### src/hw/sst_pkg.sv
// Constants, register map and types for the synchronous serial transmitter.
package sst_pkg;

  localparam int unsigned CLK_PERIOD_NS = 25;
  localparam int unsigned PULSE_NS      = 14000;
  localparam int unsigned PULSE_CYC     = (PULSE_NS + CLK_PERIOD_NS - 1) / CLK_PERIOD_NS;
  localparam int unsigned LOW_NS        = 1000;
  localparam int unsigned LOW_CYC       = (LOW_NS + CLK_PERIOD_NS - 1) / CLK_PERIOD_NS;
  localparam int unsigned CNT_W         = 10;
  localparam logic [CNT_W-1:0] PULSE_CNT = CNT_W'(PULSE_CYC);
  localparam logic [CNT_W-1:0] LOW_CNT   = CNT_W'(LOW_CYC - 1);

  localparam int unsigned NPINS  = 16;
  localparam int unsigned ITEM_W = 21;

  // Register byte offsets.
  localparam logic [7:0] ADDR_CTRL   = 8'h00;
  localparam logic [7:0] ADDR_DATA   = 8'h04;
  localparam logic [7:0] ADDR_STATUS = 8'h08;
  localparam logic [7:0] ADDR_PINS   = 8'h0c;

  // Control register fields.
  localparam int unsigned CTRL_EN_BIT    = 0;
  localparam int unsigned CTRL_ORDER_BIT = 1;
  localparam int unsigned CTRL_DPIN_LSB  = 4;
  localparam int unsigned CTRL_CPIN_LSB  = 8;
  localparam logic [11:0] CTRL_RESET     = 12'h000;

  // Data register fields.
  localparam int unsigned DATA_BITS_LSB = 16;
  localparam logic [4:0]  DEFAULT_BITS  = 5'h08;
  localparam logic [4:0]  MAX_BITS      = 5'h10;

  // Status register fields.
  localparam int unsigned STAT_BUSY_BIT  = 0;
  localparam int unsigned STAT_FULL_BIT  = 1;
  localparam int unsigned STAT_EMPTY_BIT = 2;

  // Order selector encodings.
  localparam logic LOW_BIT_FIRST  = 1'b0;
  localparam logic HIGH_BIT_FIRST = 1'b1;

  typedef enum logic [5:0] {
    SST_IDLE    = 6'b000001,
    SST_CLKLOW  = 6'b000010,
    SST_PRESENT = 6'b000100,
    SST_ENABLE  = 6'b001000,
    SST_PULSE   = 6'b010000,
    SST_LOW     = 6'b100000
  } sst_state_t;

endpackage : sst_pkg

### src/hw/sst_stream_if.sv
// Valid/ready stream carrying one data item between the bus side and the shifter.
`timescale 1ns/10ps
interface sst_stream_if;
  import sst_pkg::*;
  logic              valid;
  logic              ready;
  logic [ITEM_W-1:0] data;
  modport src (output valid, output data, input ready);
  modport snk (input valid, input data, output ready);
endinterface : sst_stream_if

### src/hw/sst_fifo2.sv
// Two-entry item buffer with valid and ready on both sides.
`timescale 1ns/10ps
module sst_fifo2
  import sst_pkg::*;
(
  // Clock, reset and enable.
  input  wire logic  pclk,
  input  wire logic  presetn,
  input  wire logic  clk_en,
  // Streams.
  sst_stream_if.snk  in_s,
  sst_stream_if.src  out_s
);
  import sst_pkg::*;

  localparam int unsigned DEPTH = 2;

  logic [ITEM_W-1:0] mem_reg [DEPTH];
  logic [ITEM_W-1:0] mem_next [DEPTH];
  logic              wr_ptr_reg, wr_ptr_next;
  logic              rd_ptr_reg, rd_ptr_next;
  logic [1:0]        count_reg, count_next;
  logic              push, pop;

  assign in_s.ready  = (count_reg != 2'h2);
  assign out_s.valid = (count_reg != 2'h0);
  assign out_s.data  = mem_reg[rd_ptr_reg];
  assign push        = clk_en & in_s.valid & in_s.ready;
  assign pop         = clk_en & out_s.valid & out_s.ready;

  always_comb begin
    mem_next    = mem_reg;
    wr_ptr_next = wr_ptr_reg;
    rd_ptr_next = rd_ptr_reg;
    count_next  = count_reg;
    if (push) begin
      mem_next[wr_ptr_reg] = in_s.data;
      wr_ptr_next          = ~wr_ptr_reg;
    end
    if (pop) begin
      rd_ptr_next = ~rd_ptr_reg;
    end
    case ({push, pop})
      2'b10:   count_next = count_reg + 2'h1;
      2'b01:   count_next = count_reg - 2'h1;
      default: count_next = count_reg;
    endcase
  end

  always_ff @(posedge pclk or negedge presetn) begin
    if (!presetn) begin
      for (int i = 0; i < DEPTH; i++) begin
        mem_reg[i] <= '0;
      end
      wr_ptr_reg <= 1'b0;
      rd_ptr_reg <= 1'b0;
      count_reg  <= 2'h0;
    end else begin
      mem_reg    <= mem_next;
      wr_ptr_reg <= wr_ptr_next;
      rd_ptr_reg <= rd_ptr_next;
      count_reg  <= count_next;
    end
  end
endmodule : sst_fifo2

### src/hw/sst_top.sv
// Synchronous serial transmitter: APB registers, item buffer and bit shifter.
//
// The APB interface to the registers and the placing of the registers are this design's own decisions.
`timescale 1ns/10ps
module sst_top
  import sst_pkg::*;
(
  // Clock, reset and enable.
  input  wire logic              pclk,
  input  wire logic              presetn,
  input  wire logic              clk_en,
  // APB slave.
  input  wire logic              psel,
  input  wire logic              penable,
  input  wire logic              pwrite,
  input  wire logic [7:0]        paddr,
  input  wire logic [31:0]       pwdata,
  output logic      [31:0]       prdata,
  output logic                   pready,
  output logic                   pslverr,
  // Port pins: output latch bank and direction.
  output logic [sst_pkg::NPINS-1:0] pin_out,
  output logic [sst_pkg::NPINS-1:0] pin_oe,
  // Status.
  output logic                   busy
);
  import sst_pkg::*;

  // Register hit decode, shared by the read and write paths.
  function automatic logic sst_hit(input logic [7:0] addr, input logic [7:0] offs);
    return addr == offs;
  endfunction : sst_hit

  // Turns a bus item into a shifter image and a bit count.
  function automatic logic [20:0] sst_load(input logic [ITEM_W-1:0] item, input logic ord);
    logic [4:0]  n;
    logic [15:0] d;
    n = item[DATA_BITS_LSB +: 5];
    d = item[15:0];
    if (n == 5'h00) begin
      n = DEFAULT_BITS;
    end else if (n > MAX_BITS) begin
      n = MAX_BITS;
    end
    if (ord == HIGH_BIT_FIRST) begin
      d = d << (5'h10 - n);
    end
    return {n, d};
  endfunction : sst_load

  sst_stream_if wr_s ();
  sst_stream_if rd_s ();

  sst_fifo2 u_fifo (
    .pclk    (pclk),
    .presetn (presetn),
    .clk_en  (clk_en),
    .in_s    (wr_s),
    .out_s   (rd_s)
  );

  // Bus side state.
  logic [11:0]      ctrl_reg, ctrl_next;
  logic [31:0]      prdata_reg, prdata_next;
  logic             setup, access, mapped, data_wr;

  // Shifter state.
  sst_state_t       st_reg, st_next;
  logic [15:0]      sh_reg, sh_next;
  logic [4:0]       left_reg, left_next;
  logic [CNT_W-1:0] cnt_reg, cnt_next;
  logic             ord_reg, ord_next;
  logic [3:0]       dpin_reg, dpin_next;
  logic [3:0]       cpin_reg, cpin_next;
  logic [NPINS-1:0] latch_reg, latch_next;
  logic [NPINS-1:0] dir_reg, dir_next;
  logic             take;
  logic [20:0]      img;

  assign setup   = psel & ~penable;
  assign access  = psel & penable;
  assign mapped  = sst_hit(paddr, ADDR_CTRL) | sst_hit(paddr, ADDR_DATA) |
                   sst_hit(paddr, ADDR_STATUS) | sst_hit(paddr, ADDR_PINS);
  assign data_wr = access & pwrite & sst_hit(paddr, ADDR_DATA);

  // A data write waits while the buffer is full, so no item is lost while clk_en is high.
  assign pready     = ~(data_wr & ~wr_s.ready);
  assign pslverr    = access & ~mapped;
  assign prdata     = prdata_reg;
  assign wr_s.valid = data_wr;
  assign wr_s.data  = pwdata[ITEM_W-1:0];

  always_comb begin
    ctrl_next   = ctrl_reg;
    prdata_next = prdata_reg;
    if (setup && !pwrite) begin
      prdata_next = 32'h0000_0000;
      if (sst_hit(paddr, ADDR_CTRL)) begin
        prdata_next = {20'h00000, ctrl_reg};
      end
      if (sst_hit(paddr, ADDR_STATUS)) begin
        prdata_next[STAT_BUSY_BIT]  = (st_reg != SST_IDLE);
        prdata_next[STAT_FULL_BIT]  = ~wr_s.ready;
        prdata_next[STAT_EMPTY_BIT] = ~rd_s.valid;
      end
      if (sst_hit(paddr, ADDR_PINS)) begin
        prdata_next = {dir_reg, latch_reg};
      end
    end
    if (access && pwrite && sst_hit(paddr, ADDR_CTRL)) begin
      ctrl_next = pwdata[11:0];
    end
  end

  always_ff @(posedge pclk or negedge presetn) begin
    if (!presetn) begin
      ctrl_reg   <= CTRL_RESET;
      prdata_reg <= 32'h0000_0000;
    end else if (clk_en) begin
      ctrl_reg   <= ctrl_next;
      prdata_reg <= prdata_next;
    end
  end

  // Shifter: one item after another while enabled and the buffer holds work.
  assign img        = sst_load(rd_s.data, ord_reg);
  assign rd_s.ready = take;

  always_comb begin
    st_next    = st_reg;
    sh_next    = sh_reg;
    left_next  = left_reg;
    cnt_next   = cnt_reg;
    ord_next   = ord_reg;
    dpin_next  = dpin_reg;
    cpin_next  = cpin_reg;
    latch_next = latch_reg;
    dir_next   = dir_reg;
    take       = 1'b0;
    unique case (st_reg)
      SST_IDLE: begin
        ord_next  = ctrl_reg[CTRL_ORDER_BIT];
        dpin_next = ctrl_reg[CTRL_DPIN_LSB +: 4];
        cpin_next = ctrl_reg[CTRL_CPIN_LSB +: 4];
        if (ctrl_reg[CTRL_EN_BIT] && rd_s.valid) begin
          st_next = SST_CLKLOW;
        end
      end
      SST_CLKLOW: begin
        latch_next[cpin_reg] = 1'b0;
        dir_next[cpin_reg]   = 1'b1;
        take                 = 1'b1;
        sh_next              = img[15:0];
        left_next            = img[20:16];
        st_next              = SST_PRESENT;
      end
      SST_PRESENT: begin
        latch_next[dpin_reg] = (ord_reg == HIGH_BIT_FIRST) ? sh_reg[15] : sh_reg[0];
        st_next              = SST_ENABLE;
      end
      SST_ENABLE: begin
        dir_next[dpin_reg] = 1'b1;
        cnt_next           = '0;
        st_next            = SST_PULSE;
      end
      SST_PULSE: begin
        cnt_next = cnt_reg + CNT_W'(1);
        if (cnt_reg == '0) begin
          latch_next[cpin_reg] = 1'b1;
        end
        if (cnt_reg == PULSE_CNT) begin
          latch_next[cpin_reg] = 1'b0;
          cnt_next             = '0;
          st_next              = SST_LOW;
        end
      end
      SST_LOW: begin
        cnt_next = cnt_reg + CNT_W'(1);
        if (cnt_reg == LOW_CNT) begin
          cnt_next  = '0;
          left_next = left_reg - 5'h01;
          sh_next   = (ord_reg == HIGH_BIT_FIRST) ? (sh_reg << 1) : (sh_reg >> 1);
          if (left_reg != 5'h01) begin
            st_next = SST_PRESENT;
          end else if (ctrl_reg[CTRL_EN_BIT] && rd_s.valid) begin
            take      = 1'b1;
            sh_next   = img[15:0];
            left_next = img[20:16];
            st_next   = SST_PRESENT;
          end else begin
            st_next = SST_IDLE;
          end
        end
      end
    endcase
  end

  always_ff @(posedge pclk or negedge presetn) begin
    if (!presetn) begin
      st_reg    <= SST_IDLE;
      sh_reg    <= 16'h0000;
      left_reg  <= 5'h00;
      cnt_reg   <= '0;
      ord_reg   <= LOW_BIT_FIRST;
      dpin_reg  <= 4'h0;
      cpin_reg  <= 4'h0;
      latch_reg <= 16'h0000;
      dir_reg   <= 16'h0000;
    end else if (clk_en) begin
      st_reg    <= st_next;
      sh_reg    <= sh_next;
      left_reg  <= left_next;
      cnt_reg   <= cnt_next;
      ord_reg   <= ord_next;
      dpin_reg  <= dpin_next;
      cpin_reg  <= cpin_next;
      latch_reg <= latch_next;
      dir_reg   <= dir_next;
    end
  end

  assign pin_out = latch_reg;
  assign pin_oe  = dir_reg;
  assign busy    = (st_reg != SST_IDLE);

  // Helper logic watched only by the checks below.
  logic [CNT_W-1:0] hi_cnt_reg;
  logic [4:0]       pulses_reg;
  logic [4:0]       want_reg;
  always_ff @(posedge pclk or negedge presetn) begin
    if (!presetn) begin
      hi_cnt_reg <= '0;
      pulses_reg <= 5'h00;
      want_reg   <= 5'h00;
    end else if (clk_en) begin
      hi_cnt_reg <= latch_reg[cpin_reg] ? hi_cnt_reg + CNT_W'(1) : '0;
      if (take) begin
        pulses_reg <= 5'h00;
        want_reg   <= img[20:16];
      end else if (st_reg == SST_PULSE && cnt_reg == PULSE_CNT) begin
        pulses_reg <= pulses_reg + 5'h01;
      end
    end
  end
endmodule : sst_top

### config.mk
export PLATFORM = sky130hd
export DESIGN_NAME = sst_top
export DESIGN_NICKNAME = d
export VERILOG_FILES = /design/src/hw/sst_pkg.sv /design/src/hw/sst_stream_if.sv /design/src/hw/sst_fifo2.sv /design/src/hw/sst_top.sv
export SDC_FILE = /design/constraint.sdc
export NUM_CORES = 1
export LEC_CHECK = 0
export BUFFER_PORTS_ARGS = -buffer_cell sky130_fd_sc_hd__buf_2
export CAP_MARGIN = 10
export CELL_PAD_IN_SITES_DETAIL_PLACEMENT = 1
export CELL_PAD_IN_SITES_GLOBAL_PLACEMENT = 1
export CORE_MARGIN = 2
export CORE_UTILIZATION = 49
export CTS_BUF_LIST = sky130_fd_sc_hd__clkbuf_16
export DETAILED_ROUTE_END_ITERATION = 8
export PLACE_DENSITY_LB_ADDON = 0.1
export REMOVE_ABC_BUFFERS = 1
export SYNTH_ARGS = -nofsm -noshare
export SYNTH_HDL_FRONTEND = slang
export SYNTH_SLANG_ARGS = --single-unit
### constraint.sdc
create_clock -name pclk -period 5 [get_ports pclk]
set_input_delay 0.25 -clock pclk [delete_from_list [all_inputs] [get_ports pclk]]
set_output_delay 0.25 -clock pclk [all_outputs]
set_load 0.01 [all_outputs]
* Word-level counts from Yosys, hierarchy flattened *
Index checks and enable logic that the tools add are counted.

storage, ports and cells
  flip-flop bits (word level) = 168
  latch bits = 0
  RAM bits = 0
  ROM bits = 0
  input bits = 46
  output and inout port bits = 67
  logic and storage cells = 148
  memories = 0

cells by class
  add/subtract/negate cells = 5
  multipliers = 0
  divide/modulo/power cells = 0
  order comparisons = 8
  equality and inequality tests = 19
  shift-type cells = 1
  multiplexer cells = 46
  bitwise gates (word level) = 28
  reduce and logical (&&, ||, !) cells = 25

operators with widths
  cell                     number
  $mux W16                 8
  $mux W21                 4
  $pmux W16 S2             2
  $or A16 B16 Y16          3
  $pmux W16 S3             1
  $bwmux W42               1
  $pmux W6 S6              1
  $and A16 B16 Y16         2
  $mux W32                 1
  $pmux W10 S3             1
  $mux W5                  5
  $demux W21 S1            1
  $mux W10                 2
  $mux W6                  3
  $bwmux W16               1
  $eq A8 B4 Y1 const B     2
  $not A16 Y16             1
  $shl A16 B5 Y16          1
  $mux W12                 1
  $reduce_and A2 Y1        6
  $add A10 B1 Y10 const B  1
  $and A1 B1 Y1            10
  $eq A10 B10 Y1 const B   1
  $eq A10 B6 Y1 const B    1
  other kinds (40)         72

* Logic depth before layout (Yosys ltp) *
Gate-level depths: netlist (run 1).

  word-level depth = 14
  gate-level depth with buffers = 14
  depth with buffers taken out = 10

* Hierarchy *
From an unflattened synthesis (run 1), not the netlist that was laid out.

second synthesis, totals
  cells, all modules = 949
  area, all modules = 9567.9 sq um

by module, submodules not included
  module     times used  cells each  area each (sq um)  seq. area each (sq um)
  sst_top    1           821         7367.1             3054.2
  sst_fifo2  1           128         2200.9             1151.1

* Worst setup path after synthesis (run 1) *
No wires, ideal clock.

  path kind = register to register
  start = register u_fifo.mem_reg[41] (netlist name)
  end = register sh_reg[9]
  library setup time = 94 ps
  data arrival time = 3316 ps
  required time = 4906 ps
  slack = 1590 ps
  cell stages (with the launch flop) = 13
  path buffers = 3
  period minus slack after synthesis = 3410 ps
  cells stage by stage = dfrtp_1 > nor3b_1 > or2_2 > buf_4 > inv_2 > ha_1 > clkbuf_1 > inv_1 > clkbuf_1 > mux4_2 > mux2i_1 > nand2_1 > a211oi_1

on the way
  longest elaborated chain between the ends = 13
  elaborated cells between the ends (all ways) = 14
  those cells by class = 1 x add/sub; 1 x order compare; 1 x shift; 10 x mux; 1 x reduce/logical

RTL lines
  what                                              line             text
  start: declaration                                sst_fifo2.sv:18  logic [ITEM_W-1:0] mem_reg [DEPTH];
  start signal: assignment                          sst_fifo2.sv:59  mem_reg <= mem_next;
  $mux W21 (implied by the code) (*) (3 in series)  sst_fifo2.sv:27  assign out_s.data = mem_reg[rd_ptr_reg];
  $gt A5 B5 Y1                                      sst_top.sv:42    end else if (n > MAX_BITS) begin
  $mux W5                                           sst_top.sv:42
  $mux W5 (*)                                       sst_top.sv:40    if (n == 5'h00) begin
  $sub A5 B5 Y5 (*)                                 sst_top.sv:46    d = d << (5'h10 - n);
  $shl A16 B5 Y16 (*)                               sst_top.sv:46
  $mux W16 (*)                                      sst_top.sv:45    if (ord == HIGH_BIT_FIRST) begin
  $mux W16                                          sst_top.sv:185   end else if (ctrl_reg[CTRL_EN_BIT] && rd_s.valid) begin
  $mux W16                                          sst_top.sv:183   if (left_reg != 5'h01) begin
  $mux W16                                          sst_top.sv:179   if (cnt_reg == LOW_CNT) begin
  $pmux W16 S2 (*)                                  sst_top.sv:140   unique case (st_reg)
  end signal: assignment                            sst_top.sv:211   sh_reg <= sh_next;
  end: declaration                                  sst_top.sv:69    logic [15:0] sh_reg, sh_next;

Mark *: on every way between the ends. The rest lies on a longest branch, timed or not. The select of a mux whose other input is x is not followed.
A chain may end at the register's enable or synchronous reset.

* Worst setup path in the final report (run 1) *
  start = register u_fifo.rd_ptr_reg
  end = register sh_reg[9]

on the way
  longest elaborated chain between the ends = 14
  elaborated cells between the ends (all ways) = 15
  those cells by class = 1 x add/sub; 1 x order compare; 1 x shift; 10 x mux; 1 x bitwise; 1 x reduce/logical

RTL lines
  what                                              line             text
  start: declaration                                sst_fifo2.sv:21  logic rd_ptr_reg, rd_ptr_next;
  start signal: assignment                          sst_fifo2.sv:61  rd_ptr_reg <= rd_ptr_next;
  $not A1 Y2 (implied by the code) (*)              sst_fifo2.sv:27
  $mux W21 (implied by the code) (*) (3 in series)  sst_fifo2.sv:27
  $gt A5 B5 Y1                                      sst_top.sv:42
  $mux W5                                           sst_top.sv:42
  $mux W5                                           sst_top.sv:40
  $sub A5 B5 Y5                                     sst_top.sv:46
  $shl A16 B5 Y16                                   sst_top.sv:46
  $mux W16 (*)                                      sst_top.sv:45
  $mux W16                                          sst_top.sv:185
  $mux W16                                          sst_top.sv:183
  $mux W16                                          sst_top.sv:179
  $pmux W16 S2 (*)                                  sst_top.sv:140

Marks and branches as above.

==> results.sh, run 1 <==
export IMPL_status="completed"
export IMPL_skew_ns=0.00824
export IMPL_cp_end_kind="register"
export IMPL_drive_gt1_frac=0.238
export IMPL_synth_compound_area_frac=0.161
export IMPL_wl_microns=26600
export IMPL_diodes=0
export IMPL_path_class="reg -> reg"
export IMPL_hold_path_class="in -> reg"
export IMPL_synth_top_family_by_area="multiplexers"
export IMPL_area_growth_syn_to_layout_pct=13.2
export IMPL_port_buffers=101
export IMPL_nNetsFinal=1044
export IMPL_rsz0062_at_grt="false"
export IMPL_fin_tns_setup_ns=0
export IMPL_die_h_microns=141
export IMPL_final_setup_viol_count=0
export IMPL_power_w=0.00367
export IMPL_die_width_microns=141
export IMPL_worstPathMaxFanout=14
export IMPL_hold_violations=0
export IMPL_cts_buffers=17
export IMPL_synth_flop_cell="dfrtp_1"
export IMPL_postSynthAreaPerCell_sq_um=10.0
export IMPL_max_cap_violations=0
export IMPL_synth_xor_area_frac=0.00662
export IMPL_place_hpwl_microns=18300
export IMPL_p_leak_nw=4.79
export IMPL_async_flop_share=1.00
export IMPL_first_pass_iters=5
export IMPL_seq_area_sq_mm=0.00421
export IMPL_multi_input_area_sq_mm=0.00473
export IMPL_post_place_ws_ns=0.969
export IMPL_clk_pin_slew_worst_paths_ns=0.07
export IMPL_ys_seq_area_frac=0.454
export IMPL_slew_headroom=0.225
export IMPL_grt_pass1_vias=7835
export IMPL_vias_per_cell=6.18
export IMPL_peakVddDrop_v=0.000270
export IMPL_ios=113
export IMPL_layout_commonest_cell="dfrtp_1"
export IMPL_drc_errors=0
export IMPL_yosys_area_share_simple=0.156
export IMPL_final_min_clock_period_ns=4.13
export IMPL_synth_cells=925
export IMPL_cp_required_ns=5.33
export IMPL_synth_edf_count=0
export IMPL_cts_tree="done"
export IMPL_dieArea_sq_mm=0.0200
export IMPL_setup_ws_ns=0.873
export IMPL_place_congestion=0.911
export IMPL_netlist_area_sq_mm=0.00926
export IMPL_final_core_util=0.562
export IMPL_max_freq_mhz=242
export IMPL_worst_pin_slew_ns=1.16
export IMPL_wl_per_cell_microns=21.5
export IMPL_largest_reg_flops=42
export IMPL_start_kind="register"
export IMPL_core_sq_mm=0.0186
export IMPL_maxSlewViolCount=0
export IMPL_drtIter0Drc=577
export IMPL_ant_nets=0
export IMPL_synth_top_area_share=0.452
export IMPL_p_per_area_mw_per_mm2=350
export IMPL_synth_top_area_cell="dfrtp_1"
export IMPL_cts_htree_levels=4
export IMPL_overflow=0
export IMPL_clockBufferDepth=2
export IMPL_synthMuxAreaShare=0.176
export IMPL_num_vias=7650
export IMPL_ys_warnings_count=0
export IMPL_cts_setup_buffers=0
export IMPL_synth_adder_area_share=0.00811
export IMPL_period_share=0.825
export IMPL_grt_antenna_before_repair=0
export IMPL_rows=50
export IMPL_clkSinkCount=168
export IMPL_cp_arrival_ns=4.46
export IMPL_cts_root_buffer="clkbuf_16"
export IMPL_fillers=2115
export IMPL_mostFrequentLayoutCells="dfrtp_1 (167), buf_2 (100), nor2_1 (87), o21ai_0 (87), nand2_1 (75)"
export IMPL_cts_resized=0
export IMPL_ys_ff_latch=168
export IMPL_start_util=0.496
export IMPL_grt_usage=0.275
export IMPL_synth_cell_types=71
export IMPL_ys_top_cells_by_area="dfrtp_1 (45%), mux2_2 (8.2%), mux2i_1 (5.9%)"
export IMPL_grt_pass1_wl_microns=43400
export IMPL_grt_max_degree=66
export IMPL_clk_latency_ns=0.43
stage by stage:
stage          hold slack [ns]  std cells  cell area [sq um]
2_1_floorplan          -0.0456        857               8950
3_3_place_gp             0.284       1205               9880
3_5_place_dp             0.284       1205               9880
4_1_cts                 0.0539       1237              10500
5_1_grt                 0.0581       1238              10500
6_report                0.0586       1238              10500
repair_timing:
item / in CTS / in global routing
endpoints found under the setup margin: 0 / 0
hold endpoints to repair: 63 / 0
hold buffers: 1 / 0
report_power, final:
part           total (W)  leakage (nW)  switching, W  internal, W
clock            0.00128         0.269      0.000554     0.000726
combinational   0.000775          2.25      0.000466     0.000309
sequential       0.00161          2.28      0.000140      0.00147
total            0.00367          4.79       0.00116      0.00251
kinds of logic after synthesis:
family                     count (synthesis)
AOI/OAI and AO/OA                        228
xor gates and xnor gates                   7
muxes                                    138
adders and majority gates                  6
DFF                                      168
and+or+nand+nor                          299
buffers and inverters                     79
worst max-delay path, cell delays in order (launching register included):
cell      delay, ns
dfrtp_1        0.56
nor3b_1        0.71
or2_2          0.42
inv_2          0.18
ha_1           0.44
inv_1          0.50
mux4_2         0.60
mux2i_1        0.22
nand2_1        0.11
a211oi_1       0.28
layer usage:
| metal | track usage | share of wire | vias to the layer above |
|---|---|---|---|
| met5 | 0 | 0 | - |
| met4 | 0.0647 | 0.011 | 0 |
| met3 | 0.0341 | 0.037 | 23 |
| met2 | 0.444 | 0.49 | 183 |
| met1 | 0.398 | 0.47 | 3907 |
| li1 | - | - | 3537 |
final cells by class:
cell class                 instances  share of cell area
tap                              234              0.0279
clock inverter                    14              0.0130
sequential                       168               0.401
clock buffer                      17              0.0406
inverter                          11             0.00394
timing repair buffer             116              0.0617
multi-input combinational        678               0.452
path summary, 6_finish.rpt:
check                                       start            endpoint  slack (ns)  depth (start not counted)
min in group asynchronous                 presetn          prdata[12]        0.38                          2
worst max-delay path            u_fifo.rd_ptr_reg           sh_reg[9]        0.87                          9
worst min register to register         prdata[28]          prdata[28]        0.47                          2
worst max register to register  u_fifo.rd_ptr_reg           sh_reg[9]        0.87                          9
worst min-delay path                   pwdata[17]  u_fifo.mem_reg[38]        0.06                          2
max in group asynchronous                 presetn         cpin_reg[2]        3.39                          3
synth_stat cells (5+ instances only):
library cell / number
dfrtp_1: 167
nor2_1: 87
o21ai_0: 87
nand2_1: 75
mux2_2: 67
mux2i_1: 55
clkbuf_1: 43
nor3_1: 40
a21oi_1: 29
a22oi_1: 19
nand2b_1: 18
nand3_1: 18
o21bai_1: 17
buf_2: 13
mux4_2: 13
nor2b_1: 12
a221oi_1: 11
a311oi_1: 11
inv_1: 10
o31ai_1: 9
a211oi_1: 8
nand4_1: 8
buf_1: 7
and3_1: 6
ha_1: 6
or3_1: 5
No activity file was read; power rests on OpenSTA's default activity.
==> inputs of run 2 (changes only) <==
CORE_UTILIZATION = 46   (was 49)
clock period = 4.2 ns   (was 5 ns; I/O delays follow)
==> results.sh, run 2 (synthesis gave the netlist of run 1 again) <==
export IMPL_status="completed"
export IMPL_layout_commonest_cell="dfrtp_1"
export IMPL_worstPathMaxFanout=18
export IMPL_place_hpwl_microns=18200
export IMPL_max_cap_violations=0
export IMPL_place_congestion=0.906
export IMPL_dieArea_sq_mm=0.0213
export IMPL_die_width_microns=146
export IMPL_grt_antenna_before_repair=0
export IMPL_overflow=0
export IMPL_slowest_delay_ns=0.60
export IMPL_r2r_end="sh_reg[7]"
export IMPL_final_min_clock_period_ns=3.68
export IMPL_area_growth_syn_to_layout_pct=13.8
export IMPL_p_per_area_mw_per_mm2=414
export IMPL_num_vias=7550
export IMPL_start_kind="register"
export IMPL_first_pass_iters=5
export IMPL_peakVddDrop_v=0.000279
export IMPL_cp_required_ns=4.53
export IMPL_cp_end_kind="register"
export IMPL_worstHoldStart="pwdata[14]"
export IMPL_p_leak_nw=4.83
export IMPL_fin_tns_setup_ns=0
export IMPL_grt_max_degree=102
export IMPL_crit_cells=10
export IMPL_ant_nets=0
export IMPL_cts_htree_levels=4
export IMPL_largest_reg_flops=42
export IMPL_vias_per_cell=5.93
export IMPL_hold_violations=0
export IMPL_clkSinkCount=168
export IMPL_cts_root_buffer="clkbuf_16"
export IMPL_final_core_util=0.538
export IMPL_slew_headroom=0.232
export IMPL_r2r_setup_slack_ns=0.52
export IMPL_wl_per_cell_microns=20.4
export IMPL_clk_pin_slew_worst_paths_ns=0.07
export IMPL_max_freq_mhz=272
export IMPL_ios=113
export IMPL_path_cells="buf_4, nor3b_1, o2bb2ai_1, a21o_1, ha_1, inv_1, mux4_2, mux2i_1, a211oi_1, a311oi_1"
export IMPL_drtIter0Drc=394
export IMPL_worst_pin_slew_ns=1.15
export IMPL_wl_microns=26000
export IMPL_cts_tree="done"
export IMPL_maxSlewViolCount=0
export IMPL_path_class="reg -> reg"
export IMPL_clockBufferDepth=2
export IMPL_cts_setup_buffers=0
export IMPL_rr_worst_depth=10
export IMPL_grt_usage=0.250
export IMPL_timing_rr_start="u_fifo.rd_ptr_reg"
export IMPL_clk_latency_ns=0.43
export IMPL_hold_buffers=1
export IMPL_cts_buffers=17
export IMPL_cp_arrival_ns=4.01
export IMPL_grt_pass1_vias=7855
export IMPL_start_util=0.472
export IMPL_diodes=0
export IMPL_mostFrequentLayoutCells="dfrtp_1 (167), buf_2 (100), nor2_1 (87), o21ai_0 (87), nand2_1 (75)"
export IMPL_final_setup_viol_count=0
export IMPL_drive_gt1_frac=0.242
export IMPL_skew_ns=0.00938
export IMPL_port_buffers=101
export IMPL_whs_endpoint="u_fifo.mem_reg[35]"
export IMPL_nNetsFinal=1048
export IMPL_die_h_microns=146
export IMPL_drc_errors=0
export IMPL_min_path_cells=2
export IMPL_core_sq_mm=0.0196
export IMPL_path_buf_inv=2
export IMPL_grt_pass1_wl_microns=42600
export IMPL_hold_path_class="in -> reg"
export IMPL_period_share=0.876
export IMPL_path_delay_family="multiplexers"
export IMPL_rows=51
export IMPL_slowest_stage="mux4_2"
export IMPL_rsz0062_at_grt="false"
export IMPL_cts_resized=0
==> run 2: routing by layer <==
layer,wire [microns],track usage,up-vias
met5,0,0,-
met4,357,0.0681,0
met3,927,0.0357,27
met2,12000,0.388,153
met1,12700,0.366,3837
li1,-,-,3533
==> run 2: final cells by class <==
class / instances / area [sq um]
Fill cell: 2235 / 9060
Sequential cell: 168 / 4210
Tap cell: 265 / 332
Multi-Input combinational cell: 678 / 4730
Timing Repair Buffer: 120 / 657
Clock buffer: 17 / 425
Inverter: 11 / 41.3
Clock inverter: 15 / 141
==> run 2: power breakdown <==
part / leakage (nW) / switching, W / internal [W] / total, W
Sequential: 2.28 / 0.000154 / 0.00175 / 0.00190
Clock: 0.292 / 0.000680 / 0.000868 / 0.00155
Combinational: 2.26 / 0.000549 / 0.000360 / 0.000909
==> run 2: stage by stage <==
step | hold WS, ns | setup slack [ns] | power [W] | instances | area [sq um]
floorplan | -0.0856 | 0.0277 | 0.00249 | 857 | 8950
global placement | 0.394 | 0.616 | 0.00281 | 1241 | 9960
detailed placement | 0.394 | 0.551 | 0.00283 | 1241 | 9960
CTS | 0.0117 | 0.503 | 0.00439 | 1274 | 10500
global route | 0.0171 | 0.196 | 0.00457 | 1274 | 10500
finish | 0.0176 | 0.522 | 0.00436 | 1274 | 10500
==> run 2: worst register-to-register path: cells and delay by family (launching register included) <==
kind            cells  cell delay, ns
mux                 2            0.86
buf+inv             2            0.84
compound gates      4            0.72
flops               1            0.49
fa+ha+maj           1            0.43
simple gates        1            0.25
==> run 2: worst max-delay path by stage <==
stage,startpoint,slack [ns],end
3_5_place_dp,u_fifo.rd_ptr_reg,0.55,sh_reg[7]
6_report,u_fifo.rd_ptr_reg,0.52,sh_reg[7]
4_1_cts,u_fifo.rd_ptr_reg,0.50,sh_reg[7]
2_1_floorplan,u_fifo.rd_ptr_reg,0.03,sh_reg[10]
3_3_place_gp,u_fifo.rd_ptr_reg,0.62,sh_reg[11]
5_1_grt,u_fifo.rd_ptr_reg,0.20,sh_reg[7]
